==> config.mk <==
export PLATFORM = sky130hd
export DESIGN_NAME = csr_cpu_state
export DESIGN_NICKNAME = d
export VERILOG_FILES = /design/src/core/csr_pkg.sv /design/src/core/csr_stk_if.sv /design/src/core/csr_stack_ptr.sv /design/src/core/csr_cpu_state.sv
export SDC_FILE = /design/constraint.sdc
export NUM_CORES = 1
export LEC_CHECK = 0
export CAP_MARGIN = 40
export CORE_MARGIN = 2
export CORE_UTILIZATION = 65
export CTS_CLUSTER_DIAMETER = 80
export DETAILED_ROUTE_END_ITERATION = 6
export DONT_BUFFER_PORTS = 1
export PLACE_DENSITY = 0.81
export SYNTH_ARGS = -nofsm -noshare
export SYNTH_HDL_FRONTEND = slang
export SYNTH_SLANG_ARGS = --single-unit
==> constraint.sdc <==
create_clock -name i_core_clk -period 5.85 [get_ports i_core_clk]
set_clock_uncertainty 0.05 [all_clocks]
set_input_delay 0 -clock i_core_clk [delete_from_list [all_inputs] [get_ports i_core_clk]]
set_output_delay 0 -clock i_core_clk [all_outputs]
set_load 0.1 [all_outputs]
==> src/core/csr_pkg.sv <==
/*
  Package for the CPU state register block: widths, flag positions, reset
  values and the command codes that the sequencer uses.
  Assumes a single core clock and an active-low asynchronous reset.
*/
package csr_pkg;
  localparam int DATA_W = 8;
  localparam int ADDR_W = 16;
  // Condition flag bit positions.
  localparam int FLAG_C = 0;
  localparam int FLAG_Z = 1;
  localparam int FLAG_N = 2;
  localparam int FLAG_I = 3;
  localparam int FLAG_H = 4;
  // Reset values.
  localparam logic [7:0] FLAGS_RESET = 8'hE8;
  localparam logic [7:0] FLAGS_FIXED = 8'hE0;
  localparam logic [15:0] SP_RESET = 16'h017F;
  localparam logic [15:0] SP_FIXED_MASK = 16'hFFC0;
  localparam logic [15:0] SP_LOW_MASK = 16'h003F;
  localparam logic [7:0] REG_RESET = 8'h00;
  localparam logic [15:0] PC_RESET = 16'h0000;
  // Stack usage of context saves.
  localparam logic [2:0] CALL_BYTES = 3'h2;
  localparam logic [2:0] IRQ_BYTES = 3'h5;
  // Destination select for a plain register write.
  typedef enum logic [2:0] {
    CSR_DST_NONE, CSR_DST_ACC, CSR_DST_IDX_X, CSR_DST_IDX_Y,
    CSR_DST_PC_LO, CSR_DST_PC_HI, CSR_DST_SP_LO, CSR_DST_FLAGS
  } csr_dst_e;
  // ALU flag update class.
  typedef enum logic [1:0] {
    CSR_FUPD_NONE, CSR_FUPD_NZ, CSR_FUPD_NZC, CSR_FUPD_HNZC
  } csr_fupd_e;
endpackage

==> src/core/csr_stk_if.sv <==
/*
  Interface carrying stack pointer commands between the main register
  block and the stack pointer module. Assumes one clock domain.
*/
`timescale 1ns/1ps
interface csr_stk_if;
  logic push;
  logic pop;
  logic rst_sp;
  logic wr_lo;
  logic [7:0] wr_data;
  logic [15:0] sp;
  modport ctrl (output push, output pop, output rst_sp, output wr_lo, output wr_data,
                input sp);
  modport stk (input push, input pop, input rst_sp, input wr_lo, input wr_data,
               output sp);
endinterface

==> src/core/csr_stack_ptr.sv <==
/*
  Stack pointer of the CPU state block: ten upper bits fixed, six low bits
  counting inside a 64-byte stack.
  Assumes push and pop are never asked in the same cycle as each other.
*/
`timescale 1ns/1ps
module csr_stack_ptr (
  input wire logic i_core_clk,
  input wire logic i_rstn,
  csr_stk_if.stk stk
);
  import csr_pkg::*;

  logic [5:0] sp_low_ff;

  // --------------------------------------------------------------------
  // Low six bits
  // --------------------------------------------------------------------
  // Wrap is silent in both directions: six-bit arithmetic drops the carry.
  always_ff @(posedge i_core_clk or negedge i_rstn) begin
    if (!i_rstn) begin
      sp_low_ff <= SP_RESET[5:0];
    end else if (stk.rst_sp) begin
      sp_low_ff <= SP_RESET[5:0];
    end else if (stk.wr_lo) begin
      sp_low_ff <= stk.wr_data[5:0];
    end else if (stk.push) begin
      sp_low_ff <= sp_low_ff - 6'h01;
    end else if (stk.pop) begin
      sp_low_ff <= sp_low_ff + 6'h01;
    end
  end

  assign stk.sp = (SP_RESET & SP_FIXED_MASK) | {10'h000, sp_low_ff};
endmodule

==> src/core/csr_cpu_state.sv <==
/*
  CPU architectural state: accumulator, index registers, program counter,
  condition flags and stack pointer, plus the interrupt entry and return
  sequences that save and restore context through the stack.
  Assumes the instruction sequencer drives the command ports and that the
  data memory answers a read in the same cycle (combinational read data).
*/
//
// Overview of operation
// - Eight-bit accumulator, reached by instructions only.
// - Two eight-bit index registers for addressing.
// - Second index register never saved on interrupts.
// - Sixteen-bit program counter with separate bytes.
// - Eight-bit flags; top three and mask reset high.
// - Half carry from bit three on add.
// - Mask set by entry or instruction; blocks maskables.
// - Masked requests stay pending until unmasked.
// - Return clears mask; pending taken at once.
// - Negative flag copies result top bit.
// - Zero flag set when result is zero.
// - Carry from arithmetic, set/reset, shifts, bit tests.
// - Stack pointer points free; post-decrement, pre-increment.
// - Upper ten bits fixed; reset sets low six.
// - Stack low byte loadable; upper bits kept.
// - Stack wraps silently both ways.
// - Entry stores program counter low byte first.
// - Call uses two bytes, interrupt five.
// - Entry saves context, sets mask, loads vector.
`timescale 1ns/1ps
module csr_cpu_state (
  input wire logic i_core_clk,
  input wire logic i_rstn,
  // Plain register write from the sequencer.
  input wire csr_pkg::csr_dst_e i_wr_dst,
  input wire logic [7:0] i_wr_data,
  // ALU result and flag update.
  input wire csr_pkg::csr_fupd_e i_fupd,
  input wire logic [7:0] i_alu_result,
  input wire logic i_alu_carry,
  input wire logic i_alu_half,
  // Individual flag and stack pointer instructions.
  input wire logic i_set_mask_instruction,
  input wire logic i_clear_mask_instruction,
  input wire logic i_set_carry_instruction,
  input wire logic i_reset_carry_instruction,
  input wire logic i_reset_stack_pointer_instruction,
  // Program counter flow.
  input wire logic i_pc_inc,
  input wire logic i_pc_load,
  input wire logic [15:0] i_pc_target,
  // Subroutine call and return.
  input wire logic i_call,
  input wire logic i_ret,
  // Interrupts.
  input wire logic i_irq_req,
  input wire logic [15:0] i_irq_vector,
  input wire logic i_trap,
  input wire logic [15:0] i_trap_vector,
  input wire logic i_interrupt_return_instruction,
  input wire logic i_insn_end,
  // Stack memory port.
  input wire logic [7:0] i_mem_rdata,
  output logic o_mem_we,
  output logic o_mem_re,
  output logic [15:0] o_mem_addr,
  output logic [7:0] o_mem_wdata,
  // State visible to the core.
  output logic [7:0] o_accumulator,
  output logic [7:0] o_index_x,
  output logic [7:0] o_index_y,
  output logic [15:0] o_program_counter,
  output logic [7:0] o_condition_flags,
  output logic [15:0] o_stack_pointer,
  output logic o_irq_pending,
  output logic o_busy
);
  import csr_pkg::*;

  typedef enum logic [1:0] {CSR_IDLE, CSR_SAVE, CSR_LOAD} csr_seq_e;
  typedef enum logic [1:0] {CSR_K_IRQ, CSR_K_CALL, CSR_K_INTERRUPT_RETURN_INSTRUCTION, CSR_K_RET} csr_kind_e;

  logic [7:0] acc_ff;
  logic [7:0] idx_x_ff;
  logic [7:0] idx_y_ff;
  logic [15:0] pc_ff;
  logic [4:0] flags_ff;
  logic irq_pend_ff;
  csr_seq_e seq_ff;
  csr_kind_e kind_ff;
  logic [2:0] step_ff;
  logic [15:0] vec_ff;
  logic take_irq;
  logic take_trap;
  logic seq_push;
  logic seq_pop;
  logic [7:0] save_byte;
  logic [2:0] nxt_last;

  csr_stk_if stk_bus ();

  csr_stack_ptr u_stack_ptr (
    .i_core_clk(i_core_clk),
    .i_rstn(i_rstn),
    .stk(stk_bus.stk)
  );

  // --------------------------------------------------------------------
  // Interrupt acceptance
  // --------------------------------------------------------------------
  // A request is latched so that a masked one is never dropped.
  always_ff @(posedge i_core_clk or negedge i_rstn) begin
    if (!i_rstn) begin
      irq_pend_ff <= 1'b0;
    end else if (i_irq_req) begin
      irq_pend_ff <= 1'b1;
    end else if (take_irq) begin
      irq_pend_ff <= 1'b0;
    end
  end

  // Taken only at an instruction boundary; the trap ignores the mask.
  assign take_trap = i_insn_end && seq_ff == CSR_IDLE && i_trap;
  assign take_irq = i_insn_end && seq_ff == CSR_IDLE && !i_trap
                    && irq_pend_ff && !flags_ff[FLAG_I];

  function automatic logic [2:0] seq_len(input csr_kind_e k);
    if (k == CSR_K_IRQ || k == CSR_K_INTERRUPT_RETURN_INSTRUCTION) begin
      return IRQ_BYTES;
    end
    return CALL_BYTES;
  endfunction

  // --------------------------------------------------------------------
  // Save and restore sequencer
  // --------------------------------------------------------------------
  // Start priority is trap or request, then call, then return from
  // interrupt, then plain return; the kind and vector blocks follow it.
  always_ff @(posedge i_core_clk or negedge i_rstn) begin
    if (!i_rstn) begin
      seq_ff <= CSR_IDLE;
    end else begin
      unique case (seq_ff)
        CSR_IDLE: begin
          if (take_trap || take_irq || i_call) begin
            seq_ff <= CSR_SAVE;
          end else if (i_interrupt_return_instruction || i_ret) begin
            seq_ff <= CSR_LOAD;
          end
        end
        CSR_SAVE, CSR_LOAD: begin
          if (step_ff == nxt_last) begin
            seq_ff <= CSR_IDLE;
          end
        end
        default: begin
          seq_ff <= CSR_IDLE;
        end
      endcase
    end
  end

  // The step count restarts in idle, so a new sequence may begin in the
  // very cycle after the previous one has ended.
  always_ff @(posedge i_core_clk or negedge i_rstn) begin
    if (!i_rstn) begin
      step_ff <= 3'h0;
    end else if (seq_ff == CSR_IDLE) begin
      step_ff <= 3'h0;
    end else begin
      step_ff <= step_ff + 3'h1;
    end
  end

  always_ff @(posedge i_core_clk or negedge i_rstn) begin
    if (!i_rstn) begin
      kind_ff <= CSR_K_IRQ;
    end else if (seq_ff == CSR_IDLE) begin
      if (take_trap || take_irq) begin
        kind_ff <= CSR_K_IRQ;
      end else if (i_call) begin
        kind_ff <= CSR_K_CALL;
      end else if (i_interrupt_return_instruction) begin
        kind_ff <= CSR_K_INTERRUPT_RETURN_INSTRUCTION;
      end else if (i_ret) begin
        kind_ff <= CSR_K_RET;
      end
    end
  end

  // The target is captured at the start, since the sequencer is free to
  // move its target and vector inputs while the context is being saved.
  always_ff @(posedge i_core_clk or negedge i_rstn) begin
    if (!i_rstn) begin
      vec_ff <= PC_RESET;
    end else if (seq_ff == CSR_IDLE) begin
      if (take_trap || take_irq) begin
        vec_ff <= take_trap ? i_trap_vector : i_irq_vector;
      end else if (i_call) begin
        vec_ff <= i_pc_target;
      end
    end
  end

  assign nxt_last = seq_len(kind_ff) - 3'h1;
  assign seq_push = seq_ff == CSR_SAVE;
  assign seq_pop = seq_ff == CSR_LOAD;

  // Save order: program counter low, high, then X, A, flags; Y never.
  always_comb begin
    unique case (step_ff)
      3'h0: save_byte = pc_ff[7:0];
      3'h1: save_byte = pc_ff[15:8];
      3'h2: save_byte = idx_x_ff;
      3'h3: save_byte = acc_ff;
      3'h4: save_byte = {FLAGS_FIXED[7:5], flags_ff};
      default: save_byte = REG_RESET;
    endcase
  end

  // --------------------------------------------------------------------
  // Stack control
  // --------------------------------------------------------------------
  // Pop is pre-increment: memory is read at the incremented address in the same
  // cycle, and the pointer moves there at the closing edge, hence sp + 1 here.
  assign stk_bus.push = seq_push;
  assign stk_bus.pop = seq_pop;
  assign stk_bus.rst_sp = i_reset_stack_pointer_instruction;
  assign stk_bus.wr_lo = i_wr_dst == CSR_DST_SP_LO && seq_ff == CSR_IDLE;
  assign stk_bus.wr_data = i_wr_data;

  assign o_mem_we = seq_push;
  assign o_mem_re = seq_pop;
  assign o_mem_addr = seq_pop
    ? ((stk_bus.sp & SP_FIXED_MASK) | ((stk_bus.sp + 16'h0001) & SP_LOW_MASK))
    : stk_bus.sp;
  assign o_mem_wdata = save_byte;

  // --------------------------------------------------------------------
  // Accumulator and index registers
  // --------------------------------------------------------------------
  // Restore order is the reverse of the save: flags, A, X, PC high, low.
  always_ff @(posedge i_core_clk or negedge i_rstn) begin
    if (!i_rstn) begin
      acc_ff <= REG_RESET;
    end else if (seq_pop && kind_ff == CSR_K_INTERRUPT_RETURN_INSTRUCTION && step_ff == 3'h1) begin
      acc_ff <= i_mem_rdata;
    end else if (i_wr_dst == CSR_DST_ACC && seq_ff == CSR_IDLE) begin
      acc_ff <= i_wr_data;
    end
  end

  always_ff @(posedge i_core_clk or negedge i_rstn) begin
    if (!i_rstn) begin
      idx_x_ff <= REG_RESET;
    end else if (seq_pop && kind_ff == CSR_K_INTERRUPT_RETURN_INSTRUCTION && step_ff == 3'h2) begin
      idx_x_ff <= i_mem_rdata;
    end else if (i_wr_dst == CSR_DST_IDX_X && seq_ff == CSR_IDLE) begin
      idx_x_ff <= i_wr_data;
    end
  end

  // The second index register has no stack path at all.
  always_ff @(posedge i_core_clk or negedge i_rstn) begin
    if (!i_rstn) begin
      idx_y_ff <= REG_RESET;
    end else if (i_wr_dst == CSR_DST_IDX_Y && seq_ff == CSR_IDLE) begin
      idx_y_ff <= i_wr_data;
    end
  end

  // --------------------------------------------------------------------
  // Program counter
  // --------------------------------------------------------------------
  always_ff @(posedge i_core_clk or negedge i_rstn) begin
    if (!i_rstn) begin
      pc_ff <= PC_RESET;
    end else if (seq_push && step_ff == nxt_last) begin
      pc_ff <= vec_ff;
    end else if (seq_pop && step_ff == nxt_last) begin
      pc_ff[7:0] <= i_mem_rdata;
    end else if (seq_pop && step_ff == nxt_last - 3'h1) begin
      pc_ff[15:8] <= i_mem_rdata;
    end else if (seq_ff == CSR_IDLE && i_pc_load) begin
      pc_ff <= i_pc_target;
    end else if (seq_ff == CSR_IDLE && i_wr_dst == CSR_DST_PC_LO) begin
      pc_ff[7:0] <= i_wr_data;
    end else if (seq_ff == CSR_IDLE && i_wr_dst == CSR_DST_PC_HI) begin
      pc_ff[15:8] <= i_wr_data;
    end else if (seq_ff == CSR_IDLE && i_pc_inc) begin
      pc_ff <= pc_ff + 16'h0001;
    end
  end

  // --------------------------------------------------------------------
  // Condition flags
  // --------------------------------------------------------------------
  // Only the low five bits are stored; the top three always read one.
  always_ff @(posedge i_core_clk or negedge i_rstn) begin
    if (!i_rstn) begin
      flags_ff <= FLAGS_RESET[4:0];
    end else if (seq_push && kind_ff == CSR_K_IRQ && step_ff == nxt_last) begin
      flags_ff[FLAG_I] <= 1'b1;
    end else if (seq_pop && kind_ff == CSR_K_INTERRUPT_RETURN_INSTRUCTION && step_ff == 3'h0) begin
      // The low five bits of the restored byte are taken, with the mask bit forced clear.
      flags_ff <= {i_mem_rdata[4], 1'b0, i_mem_rdata[2:0]};
    end else if (seq_ff == CSR_IDLE) begin
      if (i_wr_dst == CSR_DST_FLAGS) begin
        flags_ff <= i_wr_data[4:0];
      end else begin
        if (i_fupd != CSR_FUPD_NONE) begin
          flags_ff[FLAG_N] <= i_alu_result[7];
          flags_ff[FLAG_Z] <= i_alu_result == 8'h00;
        end
        if (i_fupd == CSR_FUPD_NZC || i_fupd == CSR_FUPD_HNZC) begin
          flags_ff[FLAG_C] <= i_alu_carry;
        end
        if (i_fupd == CSR_FUPD_HNZC) begin
          flags_ff[FLAG_H] <= i_alu_half;
        end
        if (i_set_carry_instruction) begin
          flags_ff[FLAG_C] <= 1'b1;
        end else if (i_reset_carry_instruction) begin
          flags_ff[FLAG_C] <= 1'b0;
        end
        if (i_set_mask_instruction) begin
          flags_ff[FLAG_I] <= 1'b1;
        end else if (i_clear_mask_instruction) begin
          flags_ff[FLAG_I] <= 1'b0;
        end
      end
    end
  end

  // --------------------------------------------------------------------
  // Outputs
  // --------------------------------------------------------------------
  assign o_accumulator = acc_ff;
  assign o_index_x = idx_x_ff;
  assign o_index_y = idx_y_ff;
  assign o_program_counter = pc_ff;
  assign o_condition_flags = {FLAGS_FIXED[7:5], flags_ff};
  assign o_stack_pointer = stk_bus.sp;
  assign o_irq_pending = irq_pend_ff;
  assign o_busy = seq_ff != CSR_IDLE;
endmodule

==> impl_metrics.ini, run 1 <==
[run_status]
status = stopped before the end
lastStage = global routing (5_1_grt)
tool.error = [ERROR GRT-0232] Routing congestion too high. Check the congestion heatmap in the GUI.

[global_route]
grt_max_degree = 76
grt_util_all_layers_pct = 80.2
grt_overflow = 58

[clock_network]
cts_sinks = 75
numCtsBuffers = 9
cts_setup_buffers = 0
clockBufferDepth = 2
clockRootBuffer = clkbuf_8
htree_num_levels = 3

[logic_synthesis]
synth_edf_count = 0
ys_ff_latch = 75
synth_fa_ha_area_share_pct = 2.52
synthXorXnorAreaFrac_pct = 3.05
syn_area_mm2 = 0.00546
netlist_instances = 637
syn_avg_cell_area_um2 = 8.56
yosysUniqueCellTypes = 78
yosys-top-cells-area = dfrtp_1 (31%), mux2i_1 (6.1%), o21ai_0 (5.0%)
ys_seq_area_share_pct = 34.6
yosys_warnings = 0
synth_top_family_by_area = compound AO/OA/AOI/OAI gates
synth_top_cell_by_area = dfrtp_1
synth-compound-area-share_pct = 24.2
synth_top_cell_area_share_pct = 31.2
synthMuxAreaShare_pct = 7.91
synth-simple-area-share_pct = 20.5
async_reset_ff_share_pct = 100
synth_ff_type = dfrtp_1

[floorplan]
io_pins = 186
rows = 33
die_h_um = 95.6
start_util_pct = 66.7
chipWidth_um = 95.6

[place]
port_buffers = 0
placed_cells = 767
gp_congestion = 0.934
detailedPlacementHpwl_um = 15000
## cells in the mapped netlist (3+ instances only)
cell type and count:
o21a_1 3, nor4_1 3, o21ai_1 24, xor2_1 8, dfstp_2 7, o22ai_1 3
nor3_1 8, mux2_2 7, xnor2_1 11, a2bb2oi_1 4, dfrtp_1 68, clkbuf_1 16
nor3b_1 5, buf_4 25, a222oi_1 7, inv_1 14, nand3_1 18, mux2i_1 33
a211oi_1 5, o21ai_4 3, a31oi_1 4, buf_2 14, a21oi_1 46, a32oi_1 5
a22o_1 4, o31ai_1 4, nand2b_1 8, nor2_1 50, or3_1 3, nand2_1 72
nand4_1 7, nor2_2 3, and3_1 3, o21ai_0 55, a221oi_1 3, a22oi_1 8
ha_1 11, a211o_1 5, nor2b_1 10
## layer usage
layer  track usage [%]  overflow
met4              82.3        34
met1              80.4         0
met3              66.4         0
met2              94.5        24
met5              26.8         0
## kinds of logic after synthesis
kind of cell,after synthesis
other,2
XOR/XNOR,19
AO/OA/AOI/OAI,201
multiplexers,42
flip-flops,75
AND/OR/NAND/NOR,214
buffers and inverters,73
adder cells (fa/ha/maj),11
## timing repair
action                    4_1_cts
resized for setup               0
hold buffers                   66
hold endpoints to repair      142
## stage by stage
step           util, %  setup WS [ns]  cell area, um2
2_1_floorplan        -           2.32            5530
3_3_place_gp      66.7           2.48            5450
3_5_place_dp      82.2           2.88            6720
4_1_cts           93.2           2.52            7620
==> inputs of run 2 (changes only) <==
--- a/config.mk
+++ b/config.mk
@@ -7,11 +7,10 @@
 export LEC_CHECK = 0
 export CAP_MARGIN = 40
 export CORE_MARGIN = 2
-export CORE_UTILIZATION = 65
-export CTS_CLUSTER_DIAMETER = 80
+export CORE_UTILIZATION = 40
 export DETAILED_ROUTE_END_ITERATION = 6
 export DONT_BUFFER_PORTS = 1
-export PLACE_DENSITY = 0.81
+export PLACE_DENSITY_LB_ADDON = 0.15
 export SYNTH_ARGS = -nofsm -noshare
 export SYNTH_HDL_FRONTEND = slang
 export SYNTH_SLANG_ARGS = --single-unit
==> impl_metrics.ini, run 2 <==
[setup_path]
crit_fanout = 11
r2r_end = flags_ff[0]$_DFFE_PN0P_
reg2reg_depth = 8
crit_chain = inv_1 -> ha_1 -> nor2b_1 -> nand4_1 -> nor2_1 -> a31oi_1 -> o22a_1 -> dlygate4sd3_1
path_class = flop to flop
worst_path_max_delay_cell = dlygate4sd3_1
crit_path_end_kind = flop
critPathTopFamily = simple AND/OR/NAND/NOR gates
path_buf_inv = 2
required_ns = 6.04
timing.rr.start = step_ff[1]$_DFF_PN0_
crit_arrival_ns = 3.44
max_stage_delay_ns = 0.56
rrSetupSlack_ns = 2.60
cp-start-kind = flop

[clock_network]
clk_latency_ns = 0.36
hold_buffers = 67
clockBufferDepth = 2
clockRootBuffer = clkbuf_16
htree_num_levels = 3
cts_resized = 0
cts_sinks = 75
cts_tree = built
clk_pin_slew_ns = 0.07
cts_setup_buffers = 0
numCtsBuffers = 9

[route]
totalWireLength_um = 20700
drc = 0
final_antenna_net_count = 0
drtPass1Iterations = 6
drt_iter0_markers = 518
via_per_inst = 6.05
wl_per_cell_um = 22.4
vias = 5577

[logic_synthesis]
yosys_warnings = 0
synth_top_cell_area_share_pct = 31.2
synth_edf_count = 0
ys_ff_latch = 75
netlist_instances = 637
synth_ff_type = dfrtp_1
yosys-top-cells-area = dfrtp_1 (31%), mux2i_1 (6.1%), o21ai_0 (5.0%)
ys_seq_area_share_pct = 34.6
syn_avg_cell_area_um2 = 8.56
yosysMostFrequentCell = nand2_1
syn_area_mm2 = 0.00546
synth_top_cell_by_area = dfrtp_1
yosysUniqueCellTypes = 78
synthTopCellsByCount = nand2_1 (72), dfrtp_1 (68), o21ai_0 (55), nor2_1 (50), a21oi_1 (46)
async_reset_ff_share_pct = 100

[sta]
period_share_pct = 55.5
slew_headroom_pct = 30.2
setup_violations = 0
fmaxAchievable_ghz = 0.308
fin_setup_tns_ns = 0
grt_setup_unrepaired = false
finalHoldViolCount = 0
worst_pin_slew_ns = 1.04
drv_slew = 0
fin_crit_ns = 3.25

[final_layout]
drive_gt1_share_pct = 16.8
mostFrequentLayoutCells = nand2_1 (72), dfrtp_1 (68), dlygate4sd3_1 (66)
area_growth_pct = 43.5
layout_commonest_cell = nand2_1
final_area_mm2 = 0.00783
antenna_cells = 0
num-nets-final = 846

[hold_path]
min_from = i_wr_data[3]
hold_class = input port to flop
holdPathStages = 4
hold_end = o_program_counter[3]$_DFFE_PN0P_

[global_route]
antenna_found_initial = 1
grt_pass1_vias = 5480
grt_util_all_layers_pct = 28.6
grt_pass1_wl_um = 31600
grt_overflow = 0
grt_max_degree = 76

[place]
detailedPlacementHpwl_um = 14600
gp_congestion = 0.919
dpl_cell_area_mm2 = 0.00675
port_buffers = 0

[floorplan]
core_area_mm2 = 0.0133
io_pins = 186
rows = 42
dieArea_mm2 = 0.0146
die_h_um = 121
chipWidth_um = 121
start_util_pct = 41.0

[run_status]
status = completed

[flow_run]
maxCapViolations = 0
[run 2: cell counts after synthesis]
No cell type changed its count.
[run 2: cell families (layout without fill, tap and decap cells)]
kind of cell             count (synthesis)  count (layout)  share of synthesized area (%)
flip-flops                              75              75                           34.6
adder cells (fa/ha/maj)                 11              11                           2.52
multiplexers                            42              42                           7.91
XOR/XNOR                                19              19                           3.05
AO/OA/AOI/OAI                          201             201                           24.2
buffers and inverters                   73             161                           7.20
AND/OR/NAND/NOR                        214             214                           20.5
other                                    2              23                          0.138
[run 2: worst min-delay path, delay by kind of cell]
family | cells | cell delay (ns)
AO/OA/AOI/OAI | 4 | 0.37
[run 2: routing by layer]
layer	GRT usage, %	up-vias	part of all wire [%]
met5	0	-	0
met4	10.5	0	3.3
met3	7.36	60	8.5
met2	49.0	292	50
met1	34.5	2741	39
li1	-	2484	-
[run 2: worst max path at each step]
| stage | from | to | slack, ns | cells past startpoint |
|---|---|---|---|---|
| after floorplan | seq_ff[0]$_DFFE_PN0P_ | o_mem_addr[3] | 2.32 | 5 |
| after global placement | o_irq_pending$_DFFE_PN0P_ | vec_ff[1]$_DFFE_PN0P_ | 2.92 | 6 |
| after detailed placement | seq_ff[0]$_DFFE_PN0P_ | o_program_counter[12]$_DFFE_PN0P_ | 3.02 | 8 |
| after CTS | step_ff[1]$_DFF_PN0_ | flags_ff[0]$_DFFE_PN0P_ | 2.72 | 8 |
| after global routing | step_ff[1]$_DFF_PN0_ | flags_ff[0]$_DFFE_PN0P_ | 2.43 | 8 |
| final | step_ff[1]$_DFF_PN0_ | flags_ff[0]$_DFFE_PN0P_ | 2.60 | 8 |
[run 2: through the flow]
step                      hold WS [ns]  utilization (%)  setup slack, ns  cells
final                           0.0128             58.9             2.60    922
after global routing            0.0274             58.9             2.43    922
after CTS                      0.00183             58.2             2.72    919
after detailed placement        -0.344             50.7             3.02    836
after global placement          -0.344             41.9             2.92    791
after floorplan                 -0.346                -             2.32    658
[run 2: layout make-up]
class                   count  area (um2)
clock buffers               9         225
flip-flops and latches     75        1890
multi-input cells         510        3300
clock inverters             7        83.8
repair buffers            129        2050
well taps                 176         220
fillers                  1125        5470
inverters                  16        60.1
Power of run 2 is not shown: default switching activity piles up to over one toggle a cycle in this logic, so the estimate is an artifact.
==> inputs of run 3 (changes only) <==
--- a/config.mk
+++ b/config.mk
@@ -5,6 +5,7 @@
 export SDC_FILE = /design/constraint.sdc
 export NUM_CORES = 1
 export LEC_CHECK = 0
+export ABC_AREA = 1
 export CAP_MARGIN = 40
 export CORE_MARGIN = 2
 export CORE_UTILIZATION = 40
==> constraint.sdc (replaced) <==
create_clock -name i_core_clk -period 2.75 [get_ports i_core_clk]
set_clock_uncertainty 0.05 [all_clocks]
set_input_delay 0 -clock i_core_clk [delete_from_list [all_inputs] [get_ports i_core_clk]]
set_output_delay 0 -clock i_core_clk [all_outputs]
set_load 0.1 [all_outputs]
==> impl_metrics.ini, run 3 <==
[run_status]
status = completed

[sta]
worst_pin_slew_ns = 0.899
drv_slew = 0
period_share_pct = 93.3
grt_setup_unrepaired = false
fin_setup_tns_ns = 0
fin_crit_ns = 2.57
slew_headroom_pct = 40.0
finalHoldViolCount = 0
fin_ws_ns = 0.185
fmaxAchievable_ghz = 0.390
setup_violations = 0

[route]
drt_iter0_markers = 618
wl_per_cell_um = 17.9
vias = 6342
final_antenna_net_count = 0
drtPass1Iterations = 6
via_per_inst = 5.37
totalWireLength_um = 21100
drc = 0

[final_layout]
layout_commonest_cell = nand2_1
mostFrequentLayoutCells = nand2_1 (235), inv_1 (92), dlygate4sd3_1 (89)
drive_gt1_share_pct = 14.4
area_growth_pct = 33.3
num-nets-final = 1101
antenna_cells = 0

[global_route]
antenna_found_initial = 0
met2_usage_pct = 43.9
busiest_layer = met2
grt_overflow = 0
grt_max_degree = 76
grt_pass1_vias = 5874
met1_usage_pct = 40.7
grt_pass1_wl_um = 32700
use_met3_pct = 5.25
grt_util_all_layers_pct = 28.6

[setup_path]
cp-start-kind = flop
worst_path_max_delay_cell = dlygate4sd3_1
path_class = flop to flop
max_stage_delay_ns = 0.55
crit_arrival_ns = 2.76
crit_path_end_kind = flop
crit_fanout = 7
crit_chain = inv_2 -> ha_2 -> inv_1 -> nor2_2 -> inv_1 -> nor2_4 -> inv_2 -> nand2_1 -> nor2_1 -> nand2_1 -> dlygate4sd3_1 -> nand3_1 -> nand2_1 -> o21ai_0
worst_path_most_repeated_cell = nand2_1
required_ns = 2.94

[clock_network]
numCtsBuffers = 9
clockBufferDepth = 2
clk_latency_ns = 0.36
htree_num_levels = 3
clk_pin_slew_ns = 0.07
clockRootBuffer = clkbuf_16
cts_sinks = 75
cts_tree = built

[logic_synthesis]
yosysMostFrequentCell = nand2_1
ys_ff_latch = 75
async_reset_ff_share_pct = 100
synth_ff_type = dfrtp_1
yosysUniqueCellTypes = 43
syn_avg_cell_area_um2 = 6.65
synth_top_cell_area_share_pct = 30.2
synth_edf_count = 0
syn_area_mm2 = 0.00564
yosys_warnings = 0
yosys-top-cells-area = dfrtp_1 (30%), nand2_1 (16%), nand3_1 (7.7%)
synth_top_cell_by_area = dfrtp_1
netlist_instances = 848
synthTopCellsByCount = nand2_1 (235), inv_1 (94), nand3_1 (87), nor2_1 (77), o21ai_0 (70)
ys_seq_area_share_pct = 33.4

[hold_path]
hold_class = input port to flop

[floorplan]
rows = 43
chipWidth_um = 123
die_h_um = 123
core_area_mm2 = 0.0138
io_pins = 186
start_util_pct = 40.8
dieArea_mm2 = 0.0151

[place]
place_ws_ns = 0.291
port_buffers = 0
detailedPlacementHpwl_um = 15600
gp_congestion = 0.949

[flow_run]
maxCapViolations = 0
run 3: cell count changes after synthesis, moves of 8 or more:
cell      before  now
inv_1         14   94
mux2i_1       33    0
nand2_1       72  235
nand2b_1       8    0
nand3_1       18   87
nor2_1        50   77
nor2b_1       10    0
o21ai_0       55   70
o21ai_1       24   10
run 3: critical path, delay by kind of cell (launching register included):
kind,cells,cell delay [ns]
flip-flops,1,0.43
AND/OR/NAND/NOR,7,0.71
adder cells (fa/ha/maj),1,0.22
buffers and inverters,5,0.98
AO/OA/AOI/OAI,1,0.07
run 3: cells by family after synthesis:
kind of cell,count (synthesis),synth area share (%)
simple gates,427,32.0
compound gates,170,17.6
buf+inv,150,12.2
flops,75,33.4
xor+xnor,12,2.00
fa+ha+maj,11,2.44
other cells,2,0.133
mux,1,0.200
run 3: final cells by class:
class	count	area, um2
Fill cell	1382	6310
Sequential cell	75	1890
Tap cell	180	225
Multi-Input combinational cell	644	3220
Timing Repair Buffer	166	1510
Clock buffer	9	225
Inverter	100	375
Clock inverter	7	82.6
run 3: routing by layer:
metal / wire length (um) / up-vias
li1: - / 3042
met1: 9530 / 2974
met2: 9480 / 292
met3: 1570 / 34
met4: 527 / 0
met5: 0 / -
run 3: final timing paths:
check                                          from                              endpoint  slack, ns  cells past startpoint
setup / recovery               step_ff[1]$_DFF_PN0_               flags_ff[0]$_DFFE_PN0P_       0.18                     14
hold / removal                      i_alu_result[6]               flags_ff[1]$_DFFE_PN0P_       0.02                      5
setup reg to reg               step_ff[1]$_DFF_PN0_               flags_ff[0]$_DFFE_PN0P_       0.18                     14
hold reg to reg            o_index_y[7]$_DFFE_PN0P_              o_index_y[7]$_DFFE_PN0P_       0.44                      2
max in group asynchronous                    i_rstn  u_stack_ptr.sp_low_ff[4]$_DFFE_PN1P_       2.16                      2
min in group asynchronous                    i_rstn               flags_ff[0]$_DFFE_PN0P_       0.17                      2
run 3: through the flow:
stage / instances / util, % / instance area (um2) / hold slack (ns)
6_report: 1181 / 54.4 / 7520 / 0.0183
3_3_place_gp: 1074 / 45.4 / 6270 / -0.342
2_1_floorplan: 869 / - / 5740 / -0.346
3_5_place_dp: 1074 / 45.4 / 6270 / -0.343
4_1_cts: 1180 / 54.2 / 7500 / 0.00161
5_1_grt: 1181 / 54.4 / 7520 / 0.0605
run 3: timing repair:
item                                   4_1_cts  5_1_grt
gates resized for setup                      0        7
setup buffers                                0        1
endpoints found under the hold margin      147        0
hold buffers                                90        0
setup endpoints to repair                    0        4
Power of run 3 is left out for the same reason.
